## src/rtl/rate_watch_pkg.sv

```systemverilog
// constants for the bit rate hunt and master watch timer
// assumes a 50 MHz system clock and synchronous inputs
`default_nettype none
package rate_watch_pkg;
  localparam int unsigned CLK_HZ          = 50000000;
  localparam int unsigned TICK_1MS_US     = 1000;
  // cycles of one 1 ms tick, derived from the clock rate
  localparam int unsigned TICK_1MS_CYC    = CLK_HZ / 1000000 * TICK_1MS_US;
  localparam int unsigned TICK_DIV_W      = 16;
  localparam int unsigned BASE_10MS_TICKS = 10;
  localparam int unsigned RATE_W          = 4;
  localparam logic [3:0]  RATE_HIGHEST    = 4'h0;
  localparam logic [3:0]  RATE_LOWEST     = 4'h9;
  localparam int unsigned CNT_W           = 20;
  localparam int unsigned FACT_W          = 8;
  localparam logic [7:0]  FACT_RESET      = 8'h01;
  localparam logic [7:0]  RELOAD_RESET    = 8'h01;

  typedef enum logic [1:0] {
    ST_HUNT   = 2'b00,
    ST_RATE   = 2'b01,
    ST_MASTER = 2'b10
  } watch_state_t;
endpackage
`default_nettype wire

```

## src/rtl/baud_and_master_watchdog.sv

```systemverilog
// watchdog for a fieldbus slave: rate hunt, rate watch, master watch
// assumes frame receiver pulses are synchronous, one cycle wide
//
// Notes on behaviour
// - reset always enters the rate hunt
// - hunt starts at the highest bit rate
// - no good frame in time: next lower rate, lowest wraps to highest
// - good frame ends hunt, enter rate watch
// - rate watch time is reload times 10 ms
// - good own-address frame restarts rate watch timer
// - rate watch expiry returns to hunt
// - parameter frame with offload and enable set: enter master watch
// - enable clear keeps rate watch
// - rate watch expiry leaves protocol machine alone
// - master watch time is factor A*B*base
// - watch factors accepted from 1 to 255
// - master expiry: rate watch, irq, protocol reset
// - new master in master watch: enable picks master or rate watch
`default_nettype none
module baud_and_master_watchdog (
  input  wire logic       clk_i,
  input  wire logic       resetn_i,
  input  wire logic       good_frame_i,
  input  wire logic       own_addr_frame_i,
  input  wire logic       master_frame_i,
  input  wire logic       param_frame_i,
  input  wire logic       master_watch_enable_i,
  input  wire logic       new_master_i,
  input  wire logic       protocol_offload_enable_i,
  input  wire logic [7:0] rate_watch_reload_i,
  input  wire logic [7:0] hunt_time_i,
  input  wire logic [7:0] watch_factor_a_i,
  input  wire logic [7:0] watch_factor_b_i,
  input  wire logic       base_1ms_i,
  output logic      [3:0] rate_sel_o,
  output logic      [1:0] watch_state_machine_o,
  output logic            master_watch_state_o,
  output logic            master_watch_timeout_irq_o,
  output logic            protocol_reset_o
);
  typedef struct packed {
    rate_watch_pkg::watch_state_t st;
    logic [3:0]                   rate;
    logic [15:0]                  div;
    logic [3:0]                   ten;
    logic [19:0]                  cnt;
    logic [7:0]                   fa;
    logic [7:0]                   fb;
    logic                         ms1;
    logic                         irq;
    logic                         prst;
    logic                         mws;
  } state_t;

  state_t s_reg;
  state_t s_next;
  logic   tick;
  logic   base_tick;

  // product of the factors; zero factors read as one
  function automatic logic [19:0] fact_load(input logic [7:0] a,
                                            input logic [7:0] b);
    logic [7:0] aa;
    logic [7:0] bb;
    aa = (a == 8'h00) ? 8'h01 : a;
    bb = (b == 8'h00) ? 8'h01 : b;
    // widen before multiplying so 255*255 keeps all of its bits
    fact_load = 20'(16'(aa) * 16'(bb));
  endfunction

  // counter load for the current state, in base ticks
  function automatic logic [19:0] load_for(
      input rate_watch_pkg::watch_state_t st, input logic [7:0] rel,
      input logic [7:0] hunt, input logic [7:0] a, input logic [7:0] b);
    if (st == rate_watch_pkg::ST_MASTER) begin
      load_for = fact_load(a, b);
    end else if (st == rate_watch_pkg::ST_RATE) begin
      load_for = {12'h000, (rel == 8'h00) ? 8'h01 : rel};
    end else begin
      load_for = {12'h000, (hunt == 8'h00) ? 8'h01 : hunt};
    end
  endfunction

  // 1 ms tick and the selected time base tick
  always_comb begin
    tick = (s_reg.div == 16'(rate_watch_pkg::TICK_1MS_CYC - 1));
    base_tick = tick && (s_reg.ms1 || s_reg.st != rate_watch_pkg::ST_MASTER
                || s_reg.ten == 4'(rate_watch_pkg::BASE_10MS_TICKS - 1))
                && (s_reg.st == rate_watch_pkg::ST_MASTER ||
                s_reg.ten == 4'(rate_watch_pkg::BASE_10MS_TICKS - 1));
  end

  // next-state logic of the whole watchdog
  always_comb begin
    s_next = s_reg;
    s_next.irq = 1'b0;
    s_next.prst = 1'b0;
    s_next.div = tick ? 16'h0000 : s_reg.div + 16'h0001;
    if (tick) begin
      s_next.ten = (s_reg.ten == 4'(rate_watch_pkg::BASE_10MS_TICKS - 1))
                   ? 4'h0 : s_reg.ten + 4'h1;
    end
    if (base_tick && s_reg.cnt != 20'h00000) begin
      s_next.cnt = s_reg.cnt - 20'h00001;
    end
    case (s_reg.st)
      rate_watch_pkg::ST_HUNT: begin
        if (good_frame_i) begin
          s_next.st = rate_watch_pkg::ST_RATE;
          s_next.cnt = load_for(rate_watch_pkg::ST_RATE, rate_watch_reload_i,
                                hunt_time_i, s_reg.fa, s_reg.fb);
        end else if (base_tick && s_reg.cnt <= 20'h00001) begin
          s_next.rate = (s_reg.rate == rate_watch_pkg::RATE_LOWEST)
                        ? rate_watch_pkg::RATE_HIGHEST
                        : s_reg.rate + 4'h1;
          s_next.cnt = load_for(rate_watch_pkg::ST_HUNT, rate_watch_reload_i,
                                hunt_time_i, s_reg.fa, s_reg.fb);
        end
      end
      rate_watch_pkg::ST_RATE: begin
        if (param_frame_i && protocol_offload_enable_i
            && master_watch_enable_i) begin
          s_next.st = rate_watch_pkg::ST_MASTER;
          s_next.fa = watch_factor_a_i;
          s_next.fb = watch_factor_b_i;
          s_next.ms1 = base_1ms_i;
          s_next.ten = 4'h0;
          s_next.cnt = fact_load(watch_factor_a_i, watch_factor_b_i);
        end else if (good_frame_i && own_addr_frame_i) begin
          s_next.cnt = load_for(rate_watch_pkg::ST_RATE, rate_watch_reload_i,
                                hunt_time_i, s_reg.fa, s_reg.fb);
        end else if (base_tick && s_reg.cnt <= 20'h00001) begin
          s_next.st = rate_watch_pkg::ST_HUNT;
          s_next.rate = rate_watch_pkg::RATE_HIGHEST;
          s_next.cnt = load_for(rate_watch_pkg::ST_HUNT, rate_watch_reload_i,
                                hunt_time_i, s_reg.fa, s_reg.fb);
        end
      end
      rate_watch_pkg::ST_MASTER: begin
        if (new_master_i && !master_watch_enable_i) begin
          s_next.st = rate_watch_pkg::ST_RATE;
          s_next.cnt = load_for(rate_watch_pkg::ST_RATE, rate_watch_reload_i,
                                hunt_time_i, s_reg.fa, s_reg.fb);
        end else if ((good_frame_i && own_addr_frame_i && master_frame_i)
                     || new_master_i) begin
          s_next.cnt = fact_load(s_reg.fa, s_reg.fb);
        end else if (base_tick && s_reg.cnt <= 20'h00001) begin
          s_next.st = rate_watch_pkg::ST_RATE;
          s_next.irq = 1'b1;
          s_next.prst = 1'b1;
          s_next.cnt = load_for(rate_watch_pkg::ST_RATE, rate_watch_reload_i,
                                hunt_time_i, s_reg.fa, s_reg.fb);
        end
      end
      default: begin
        s_next.st = rate_watch_pkg::ST_HUNT;
      end
    endcase
    // registered copy so the level output comes from a flop
    s_next.mws = (s_next.st == rate_watch_pkg::ST_MASTER);
  end

  // single state register; reset lands in hunt at top rate
  always_ff @(posedge clk_i or negedge resetn_i) begin
    if (!resetn_i) begin
      s_reg.st   <= rate_watch_pkg::ST_HUNT;
      s_reg.rate <= rate_watch_pkg::RATE_HIGHEST;
      s_reg.div  <= 16'h0000;
      s_reg.ten  <= 4'h0;
      s_reg.cnt  <= 20'h00001;
      s_reg.fa   <= rate_watch_pkg::FACT_RESET;
      s_reg.fb   <= rate_watch_pkg::FACT_RESET;
      s_reg.ms1  <= 1'b0;
      s_reg.irq  <= 1'b0;
      s_reg.prst <= 1'b0;
      s_reg.mws  <= 1'b0;
    end else begin
      s_reg <= s_next;
    end
  end

  // outputs straight from the state flops
  always_comb begin
    rate_sel_o                 = s_reg.rate;
    watch_state_machine_o      = s_reg.st;
    master_watch_state_o       = s_reg.mws;
    master_watch_timeout_irq_o = s_reg.irq;
    protocol_reset_o           = s_reg.prst;
  end

  // checks on the state machine, all on the state register's clock
  AST_HUNT_ADVANCES: assert property (
    @(posedge clk_i) disable iff (!resetn_i)
    s_reg.st == rate_watch_pkg::ST_HUNT && !good_frame_i && base_tick
    && s_reg.cnt == 20'h00001 && s_reg.rate != rate_watch_pkg::RATE_LOWEST
    |=> s_reg.rate == $past(s_reg.rate) + 4'h1)
    else $error("hunt did not step down");
  AST_HUNT_WRAP: assert property (
    @(posedge clk_i) disable iff (!resetn_i)
    s_reg.st == rate_watch_pkg::ST_HUNT && !good_frame_i && base_tick
    && s_reg.cnt == 20'h00001 && s_reg.rate == rate_watch_pkg::RATE_LOWEST
    |=> s_reg.rate == rate_watch_pkg::RATE_HIGHEST)
    else $error("hunt did not wrap");
  AST_FOUND: assert property (
    @(posedge clk_i) disable iff (!resetn_i)
    s_reg.st == rate_watch_pkg::ST_HUNT && good_frame_i
    |=> s_reg.st == rate_watch_pkg::ST_RATE)
    else $error("good frame did not end hunt");
  AST_RATE_EXPIRE: assert property (
    @(posedge clk_i) disable iff (!resetn_i)
    s_reg.st == rate_watch_pkg::ST_RATE && base_tick && s_reg.cnt == 20'h1
    && !good_frame_i && !param_frame_i
    |=> s_reg.st == rate_watch_pkg::ST_HUNT && !protocol_reset_o
    && rate_sel_o == rate_watch_pkg::RATE_HIGHEST)
    else $error("rate watch expiry wrong");
  AST_ENTER_MASTER: assert property (
    @(posedge clk_i) disable iff (!resetn_i)
    s_reg.st == rate_watch_pkg::ST_RATE && param_frame_i
    && protocol_offload_enable_i && master_watch_enable_i
    |=> master_watch_state_o)
    else $error("master watch not entered");
  AST_STAY_RATE: assert property (
    @(posedge clk_i) disable iff (!resetn_i)
    s_reg.st == rate_watch_pkg::ST_RATE && !master_watch_enable_i
    |=> !master_watch_state_o)
    else $error("left rate watch while disabled");
  AST_MASTER_EXPIRE: assert property (
    @(posedge clk_i) disable iff (!resetn_i)
    master_watch_state_o && base_tick && s_reg.cnt == 20'h1 && !new_master_i
    && !good_frame_i |=> master_watch_timeout_irq_o && protocol_reset_o
    && s_reg.st == rate_watch_pkg::ST_RATE ##1 !master_watch_timeout_irq_o)
    else $error("master expiry wrong");
  AST_RATE_RESTART: assert property (
    @(posedge clk_i) disable iff (!resetn_i)
    s_reg.st == rate_watch_pkg::ST_RATE && good_frame_i && own_addr_frame_i
    && !param_frame_i |=> s_reg.cnt == {12'h000, $past(rate_watch_reload_i)}
    || $past(rate_watch_reload_i) == 8'h00)
    else $error("rate watch not restarted");
  // a frame from the master reloads the full product of the factors
  AST_MASTER_RESTART: assert property (
    @(posedge clk_i) disable iff (!resetn_i)
    s_reg.st == rate_watch_pkg::ST_MASTER && good_frame_i && own_addr_frame_i
    && master_frame_i && !new_master_i && s_reg.fa != 8'h00
    && s_reg.fb != 8'h00
    |=> s_reg.cnt == 20'(16'(s_reg.fa) * 16'(s_reg.fb)))
    else $error("master watch not restarted");
  COV_FOUND: cover property (@(posedge clk_i) disable iff (!resetn_i)
    s_reg.st == rate_watch_pkg::ST_HUNT ##1 s_reg.st == rate_watch_pkg::ST_RATE);
  COV_MASTER: cover property (@(posedge clk_i) disable iff (!resetn_i)
    $rose(master_watch_state_o));
  COV_IRQ: cover property (@(posedge clk_i) disable iff (!resetn_i)
    master_watch_timeout_irq_o);
endmodule
`default_nettype wire

```

## config.mk

```make
export PLATFORM = sky130hd
export DESIGN_NAME = baud_and_master_watchdog
export DESIGN_NICKNAME = d
export VERILOG_FILES = /design/src/rtl/rate_watch_pkg.sv /design/src/rtl/baud_and_master_watchdog.sv
export SDC_FILE = /design/constraint.sdc
export NUM_CORES = 1
export LEC_CHECK = 0
export BUFFER_PORTS_ARGS = -buffer_cell sky130_fd_sc_hd__buf_2
export CELL_PAD_IN_SITES_DETAIL_PLACEMENT = 1
export CELL_PAD_IN_SITES_GLOBAL_PLACEMENT = 1
export CORE_AREA = 8 8 147 149
export DETAILED_ROUTE_END_ITERATION = 7
export DIE_AREA = 0 0 155 157
export PLACE_DENSITY = 0.82
export SLEW_MARGIN = 10
export SYNTH_ARGS = -nofsm -noshare
export SYNTH_HDL_FRONTEND = slang
export SYNTH_SLANG_ARGS = --single-unit
```

## constraint.sdc

```tcl
create_clock -name clk_i -period 6.64 [get_ports clk_i]
set_clock_uncertainty 0.05 [all_clocks]
set_input_delay 0.332 -clock clk_i [delete_from_list [all_inputs] [get_ports clk_i]]
set_output_delay 0.332 -clock clk_i [all_outputs]
set_load 0.005 [all_outputs]
```

* Word-level counts from Yosys, hierarchy flattened *
Cells that the tools add are included.

word-level totals
  word-level logic and storage cells = 92
  bits of input ports = 42
  register bits = 66
  output and inout bits = 9

cells by class
  multipliers = 2
  reduce and logical (&&, ||, !) cells = 25
  multiplexer cells = 37
  $lt $le $gt $ge = 1
  add/sub/neg operators = 4
  eq/ne operators = 12

operators by type and width
  cell                     count
  $mux W20                 8
  $pmux W20 S3             1
  $logic_not A8 Y1         6
  $mux W8                  6
  $mul A8 B8 Y16           2
  $mux W4                  8
  $le A20 B1 Y1 const B    1
  $reduce_bool A20 Y1      1
  $sub A20 B1 Y20 const B  1
  $mux W2                  9
  $add A16 B1 Y16 const B  1
  $eq A16 B16 Y1 const B   1
  $mux W16                 1
  $mux W6                  2
  $ne A2 B2 Y1 const B     6
  $logic_and A1 B1 Y1      9
  $add A4 B1 Y4 const B    2
  $eq A4 B4 Y1 const B     2
  $pmux W4 S2              1
  $pmux W2 S3              1
  $reduce_and A6 Y1        1
  $eq A2 B2 Y1 const B     2
  $logic_or A1 B1 Y1       4
  $eq A2 B1 Y1 const B     1
  other kinds (4)          4

* Depth between registers and ports, before layout *
Gate-level depths: netlist of run 1.

  depth after elaboration = 11
  depth in mapped cells = 20
  depth with buffers taken out = 19

* Worst setup path before layout of run 1 *
Ideal clock, no wire load.

  kind = input to register
  start point = input watch_factor_a_i[5]
  end point = register s_reg[33] (netlist bit)
  path slack = 1.803 ns
  data required time = 6.514 ns
  path buffers = 1
  setup time = 0.076 ns
  cell stages on the path = 18
  data arrival time = 4.711 ns
  cell sequence = clkbuf_1 nor4_1 a21oi_1 nand2b_1 fa_1 fa_1 inv_1 fa_1 inv_1 fa_1 inv_1 ha_1 or3_1 o211ai_1 nand3b_1 mux2i_1 o31a_1 o21ai_1

RTL lines
  item                    line                             source
  start: declaration      baud_and_master_watchdog.sv:32   input wire logic [7:0] watch_factor_a_i,
  end signal: assignment  baud_and_master_watchdog.sv:178  s_reg <= s_next;
  end: declaration        baud_and_master_watchdog.sv:55   state_t s_reg;

==> reports/metrics.csv, run 1 <==
stage,metric,value,unit
outcome,outcome,finished clean,
yosys,synth_fa_ha_area_frac,0.283,
worst_setup_path,worstRegToRegCells,18,
yosys,synth_xor_area_frac,0.0475,
yosys,synth_area_per_cell,8.52,µm²
global_route,grt_max_degree,66,
yosys,async_flop_share,1.00,
cts,clock-root-buffer,clkbuf_16,
power,peakVddDrop,198,µV
cts,path_clk_slew,0.07,ns
cts,clockBufferDepth,2,
yosys,synth-compound-area-share,0.129,
worst_setup_path,crit_top_cell,fa_1,
yosys,synth_top_cells_by_area,"dfrtp_1, fa_1, ha_1",
final_layout,postLayoutCellArea,9200,µm²
floorplan,die_x,155,µm
global_route,grt_pass1_wl,41100,µm
yosys,synth_ff_type,dfrtp_1,
final_layout,layout-drive-gt1-share,0.102,
global_route,antenna_found_initial,0,
final_layout,largest_register_ff_count,57,
detailed_routing,drtPass1Iterations,6,
sta,slew_headroom,0.356,
sta,fin_crit_sh,0.791,
final_layout,layout_common_cells,"nand2_1, inv_1, and2_1, ha_1, fa_1",
yosys,synth.area.mux_share,0.00826,
detailed_routing,ant_nets,0,
yosys,seq_area_frac_synth,0.192,
sta,post-route-worst-setup-slack,1.39,ns
worst_setup_path,crit_path_max_incr_delay,0.52,ns
detailed_routing,vias,7263,
worst_setup_path,crit_chain,"nor3_1, a21oi_1, nand2b_1, fa_1, fa_1, inv_1, fa_1, inv_1, fa_1, inv_1, ha_1, or3_1, o21ai_0, a21oi_1, a211oi_1, o32ai_1, o21ai_1, o221ai_1",
worst_setup_path,crit_fanout,10,
worst_setup_path,worstSetupStartpointType,flop,
final_layout,final_common_cell,nand2_1,
cts,cts_resized,0,
cts,cts_tree,done,
cts,clk_latency,0.35,ns
floorplan,start_util,0.442,
yosys,yosysUniqueCellTypes,78,
yosys,synth_warnings,0,
floorplan,io_pins,51,
cts,cts-buffers-inserted,9,
detailed_routing,drt-total-wl,25000,µm
cts,cts_max_level,3,
yosys,synth_largest_area_cell,dfrtp_1,
sta,setup_viol,0,
global_route,grt_pass1_vias,7888,
floorplan,num_rows,51,
yosys,syn_area,8490,µm²
yosys,synth_nets,1187,
sta,finalHoldViolCount,0,
worst_setup_path,arrival,5.38,ns
worst_setup_path,end_kind,flop,
worst_setup_path,cp.required,6.76,ns
power,p_leak,4.51,nW
floorplan,dieArea,24300,µm²
detailed_routing,drc,0,
final_layout,syn_to_final_growth,8.39,%
global_route,grt_remaining_overflow,0,
detailed_routing,drt_iter0_drc,371,
sta,tightest_slew,0.964,ns
placement,place_congestion,0.943,
worst_setup_path,crit_type,reg2reg,
floorplan,fp.dieH,157,µm
cts,clkSinkCount,65,
sta,setup-tns-final,0,ns
final_layout,n_antenna_cell,0,
run,maxCapViolations,0,
sta,slew_violations,0,
final_layout,nFillCells,2301,
cts,post_cts_buffers,0,
worst_setup_path,cp_slowest_cell,dfrtp_1,
detailed_routing,routedWlPerCell,19.4,µm
power,power.total,3.14,mW
placement,dp_hpwl,20000,µm
min_path,hold_class,in2async,
power,pwr_density_cell,341,nW/µm²
yosys,syn_inst,996,
placement,portBuffers,50,
yosys,synth_top_family_by_area,adder cells,
detailed_routing,vias_per_cell,5.65,
yosys,synth-simple-area-share,0.267,
yosys,synth-edff-count,0,
final_layout,final_util,0.479,
floorplan,design.core.area,19200,µm²
yosys,ys_ff_latch,65,
final_layout,nets,1206,
yosys,synth_top_area_share,0.183,
placement,dp_slack,1.46,ns
global_route,grt.total_usage,0.213,
sta,rsz0062_at_grt,false,
placement,placed_cell_area,8890,µm²
cts,cts-hold-fix-buffers,0,
sta,timing.fmax,190,MHz
sta,period_needed,5.25,ns
layout make-up:
type                    instances  area (µm²)  area share
clock buffers                   9         225      0.0245
repair buffers                 53         273      0.0297
inverters                     110         413      0.0449
flip-flops and latches         65        1630       0.177
well taps                     265         332      0.0360
clock inverters                 7        85.1     0.00925
multi-input cells             776        6240       0.678
metal layers:
| metal | part of all wire | up-vias | wire, µm | global-route usage |
|---|---|---|---|---|
| met5 | 0 | - | 0 | 0 |
| met3 | 0.034 | 36 | 846 | 0.0250 |
| li1 | - | 3381 | - | - |
| met2 | 0.50 | 142 | 12400 | 0.378 |
| met4 | 0.021 | 0 | 536 | 0.0653 |
| met1 | 0.45 | 3704 | 11200 | 0.264 |
cell usage after synthesis, types with 3 or more instances:
library cell / count
nand2_1: 116
inv_1: 110
and2_1: 85
ha_1: 77
fa_1: 72
dfrtp_1: 62
nor2_1: 58
o21ai_0: 39
a21oi_1: 36
clkbuf_1: 32
nor2b_1: 30
xnor2_1: 29
nor3_1: 26
nand3_1: 17
xor2_1: 17
and3_1: 14
a211oi_1: 9
a31oi_1: 9
nor4_1: 9
o21ai_1: 9
a21o_1: 7
buf_4: 7
mux2i_1: 7
nand2b_1: 7
or3_1: 7
o211ai_1: 6
o21a_1: 5
o31ai_1: 5
a221oi_1: 4
a22oi_1: 4
a31o_2: 4
nand3b_1: 4
nand4_1: 4
o221ai_1: 4
buf_1: 3
dfstp_2: 3
nor4_2: 3
nor4_4: 3
o21bai_1: 3
kinds of logic (layout without fill, tap and decap cells):
| kind of cell | after synthesis | in the layout |
|---|---|---|
| AO/OA/AOI/OAI | 166 | 166 |
| XOR/XNOR | 46 | 46 |
| adder cells (fa/ha/maj) | 149 | 149 |
| buffers and inverters | 155 | 179 |
| flip-flops | 65 | 65 |
| multiplexers | 7 | 7 |
| AND/OR/NAND/NOR | 408 | 408 |
through the flow:
stage	hold WS, ns	cells
after floorplan	-0.0136	996
after global placement	0.391	1269
after detailed placement	0.402	1269
after CTS	0.116	1285
after global routing	0.134	1285
final	0.115	1285
worst max-delay path, delay by kind of cell (launching register included):
family	cells	cell delay, ns
compound gates	7	1.48
fa+ha+maj	5	2.20
buf+inv	3	0.16
flops	1	0.52
simple gates	3	0.67
power by group:
part / total, mW / internal, mW / leakage [nW] / switching, mW
Combinational: 1.98 / 0.829 / 3.52 / 1.15
Sequential: 0.641 / 0.475 / 0.842 / 0.166
Clock: 0.516 / 0.299 / 0.146 / 0.217
Total: 3.14 / 1.60 / 4.51 / 1.54
worst paths after layout:
kind | startpoint | to | slack, ns
max in group asynchronous | resetn_i | s_reg[57] | 5.80
setup reg to reg | s_reg[13] | s_reg[32] | 1.39
setup / recovery | s_reg[13] | s_reg[32] | 1.39
hold / removal | resetn_i | rate_sel_o[0] | 0.11
hold reg to reg | s_reg[44] | s_reg[44] | 0.41
min in group clk_i | base_1ms_i | s_reg[3] | 0.12
Power figures use the tool's default switching activity.
==> run 2, diff against run 1 <==
==> constraint.sdc (replaced) <==
create_clock -name clk_i -period 5.5 [get_ports clk_i]
set_clock_uncertainty 0.05 [all_clocks]
set_input_delay 0.275 -clock clk_i [delete_from_list [all_inputs] [get_ports clk_i]]
set_output_delay 0.275 -clock clk_i [all_outputs]
set_load 0.005 [all_outputs]
==> reports/metrics.csv, run 2 (same netlist as run 1, synthesis figures left out) <==
stage,metric,value,unit,change
sta,setup-tns-final,0,ns,unchanged
power,internal_power,1.93,mW,+20%
sta,period_needed,5.21,ns,-0.0413 ns
power,pwr_density_cell,409,nW/µm²,+20%
worst_setup_path,crit_path_max_incr_delay,0.50,ns,-0.02 ns
run,maxCapViolations,0,,unchanged
worst_setup_path,worstSetupStartpointType,flop,,
power,p_sw_frac,0.488,,-0.00135
global_route,grt_remaining_overflow,0,,unchanged
worst_setup_path,arrival,5.35,ns,-0.03 ns
cts,cts-buffers-inserted,9,,unchanged
global_route,grt_pass1_vias,7938,,+0.63%
floorplan,num_rows,51,,unchanged
worst_setup_path,crit_family,adder cells,,
power,p_clk_frac,0.166,,about the same
detailed_routing,drt_iter0_drc,466,,+26%
power,peakVddDrop,256,µV,+29%
floorplan,die_x,155,µm,unchanged
cts,cts-hold-fix-buffers,0,,unchanged
floorplan,fp.dieH,157,µm,unchanged
floorplan,io_pins,51,,unchanged
worst_setup_path,cp.depth,18,,unchanged
global_route,grt_max_degree,66,,unchanged
worst_setup_path,crit_chain,"nor3_1, a21oi_1, nand2b_1, fa_1, fa_1, inv_1, fa_1, inv_1, fa_1, inv_1, ha_1, o21ai_0, o21ai_0, or3b_2, nand3_1, a21oi_1, o21ai_0, o211ai_1",,
detailed_routing,drtPass1Iterations,5,,-1
global_route,grt_pass1_wl,41400,µm,+0.67%
sta,slew_headroom,0.277,,-0.0782
cts,clock-root-buffer,clkbuf_16,,
cts,path_clk_slew,0.07,ns,about the same
worst_setup_path,crit_top_cell,fa_1,,
sta,tightest_slew,1.08,ns,+0.115 ns
worst_setup_path,end_kind,flop,,
placement,dp_hpwl,20000,µm,about the same
final_layout,multi_input_area,6240,µm²,unchanged
sta,timing.fmax,192,MHz,+0.79%
final_layout,final_common_cell,nand2_1,,
final_layout,nFillCells,2322,,+0.91%
detailed_routing,routedWlPerCell,19.4,µm,-0.18%
worst_setup_path,cp.required,5.64,ns,-1.12 ns
floorplan,design.core.area,19200,µm²,unchanged
placement,dp_slack,0.368,ns,-1.09 ns
global_route,grt.total_usage,0.215,,+0.00226
final_layout,n_antenna_cell,0,,unchanged
cts,clk_latency,0.36,ns,about the same
sta,finalHoldViolCount,0,,unchanged
min_path,hold_class,in2async,,
detailed_routing,ant_nets,0,,unchanged
power,power.total,3.76,mW,+20%
final_layout,syn_to_final_growth,8.49,%,about the same
final_layout,nets,1207,,+0.083%
cts,clockBufferDepth,2,,unchanged
final_layout,largest_register_ff_count,57,,unchanged
outcome,outcome,finished clean,,
power,seqPwrFrac,0.204,,about the same
sta,setup_viol,0,,unchanged
placement,place_congestion,0.965,,+2.3%
placement,portBuffers,50,,unchanged
power,p_leak,4.52,nW,+0.18%
cts,cts_resized,0,,unchanged
floorplan,dieArea,24300,µm²,unchanged
final_layout,seqCellArea,1630,µm²,unchanged
sta,post-route-worst-setup-slack,0.287,ns,-1.10 ns
worst_setup_path,crit_type,reg2reg,,
final_layout,layout-drive-gt1-share,0.103,,+0.000880
sta,slew_violations,0,,unchanged
worst_setup_path,cp_slowest_cell,dfrtp_1,,
worst_setup_path,crit_fanout,10,,unchanged
power,p_comb_frac,0.630,,about the same
global_route,antenna_found_initial,0,,unchanged
final_layout,final_util,0.479,,about the same
power,p_sw,1.84,mW,+20%
detailed_routing,vias,7188,,-1.0%
detailed_routing,drt-total-wl,25000,µm,-0.10%
cts,cts_max_level,3,,unchanged
worst_setup_path,critPathBufInv,3,,unchanged
cts,cts_tree,done,,
cts,clkSinkCount,65,,unchanged
floorplan,start_util,0.442,,unchanged
final_layout,layout_common_cells,"nand2_1, inv_1, and2_1, ha_1, fa_1",,
detailed_routing,drc,0,,unchanged
cts,post_cts_buffers,0,,unchanged
worst_setup_path,worstRegToRegCells,18,,unchanged
sta,rsz0062_at_grt,false,,
detailed_routing,vias_per_cell,5.59,,-1.1%
sta,hold_ws,0.0488,ns,-0.0659 ns
sta,fin_crit_sh,0.948,,+0.157
run 2: cell types whose count changed in the layout (fill, tap and decap cells not counted):
| cell | delta |
|---|---|
| inv_6 | -1 |
| clkinvlp_4 | -1 |
| buf_4 | +1 |
| clkinv_4 | +2 |
run 2: power by group through the flow:
stage                     sequential, mW  clock [mW]  combinational [mW]
final                              0.769       0.624                2.37
after global routing               0.788       0.648                2.69
after CTS                          0.765       0.636                2.39
after detailed placement           0.772           0                2.36
after global placement             0.762           0                2.29
after floorplan                    0.654           0                1.83
run 2: area by class of cell:
| class | instances | share of cell area |
|---|---|---|
| clock buffers | 9 | 0.0245 |
| inverters | 110 | 0.0448 |
| clock inverters | 7 | 0.00938 |
| multi-input cells | 776 | 0.678 |
| flip-flops and latches | 65 | 0.177 |
| well taps | 265 | 0.0360 |
| repair buffers | 54 | 0.0304 |
run 2: worst register-to-register path: stages (launching register included):
cell      delay, ns
dfrtp_1        0.50
nor3_1         0.11
a21oi_1        0.50
nand2b_1       0.21
fa_1           0.45
fa_1           0.49
inv_1          0.05
fa_1           0.47
inv_1          0.05
fa_1           0.47
inv_1          0.04
ha_1           0.31
o21ai_0        0.12
o21ai_0        0.28
or3b_2         0.49
nand3_1        0.09
a21oi_1        0.07
o21ai_0        0.16
o211ai_1       0.12
run 2: worst paths after layout:
kind                                      from       endpoint  slack [ns]
setup / recovery                     s_reg[13]      s_reg[35]        0.29
hold / removal                        resetn_i  rate_sel_o[2]        0.05
setup reg to reg                     s_reg[13]      s_reg[35]        0.29
hold reg to reg                      s_reg[44]      s_reg[44]        0.41
max in group asynchronous             resetn_i      s_reg[41]        4.70
min in group clk_i         watch_factor_a_i[0]      s_reg[12]        0.09
run 2: per-layer routing:
| metal | global-route usage | routed length [µm] |
|---|---|---|
| met5 | 0 | 0 |
| met4 | 0.0812 | 707 |
| met3 | 0.0280 | 840 |
| met2 | 0.380 | 12400 |
| met1 | 0.262 | 11000 |
run 2: through the flow:
step / std cells / cell area [µm²]
global placement: 1270 / 8890
floorplan: 996 / 8490
detailed placement: 1270 / 8890
global route: 1286 / 9210
CTS: 1286 / 9210
finish: 1286 / 9210
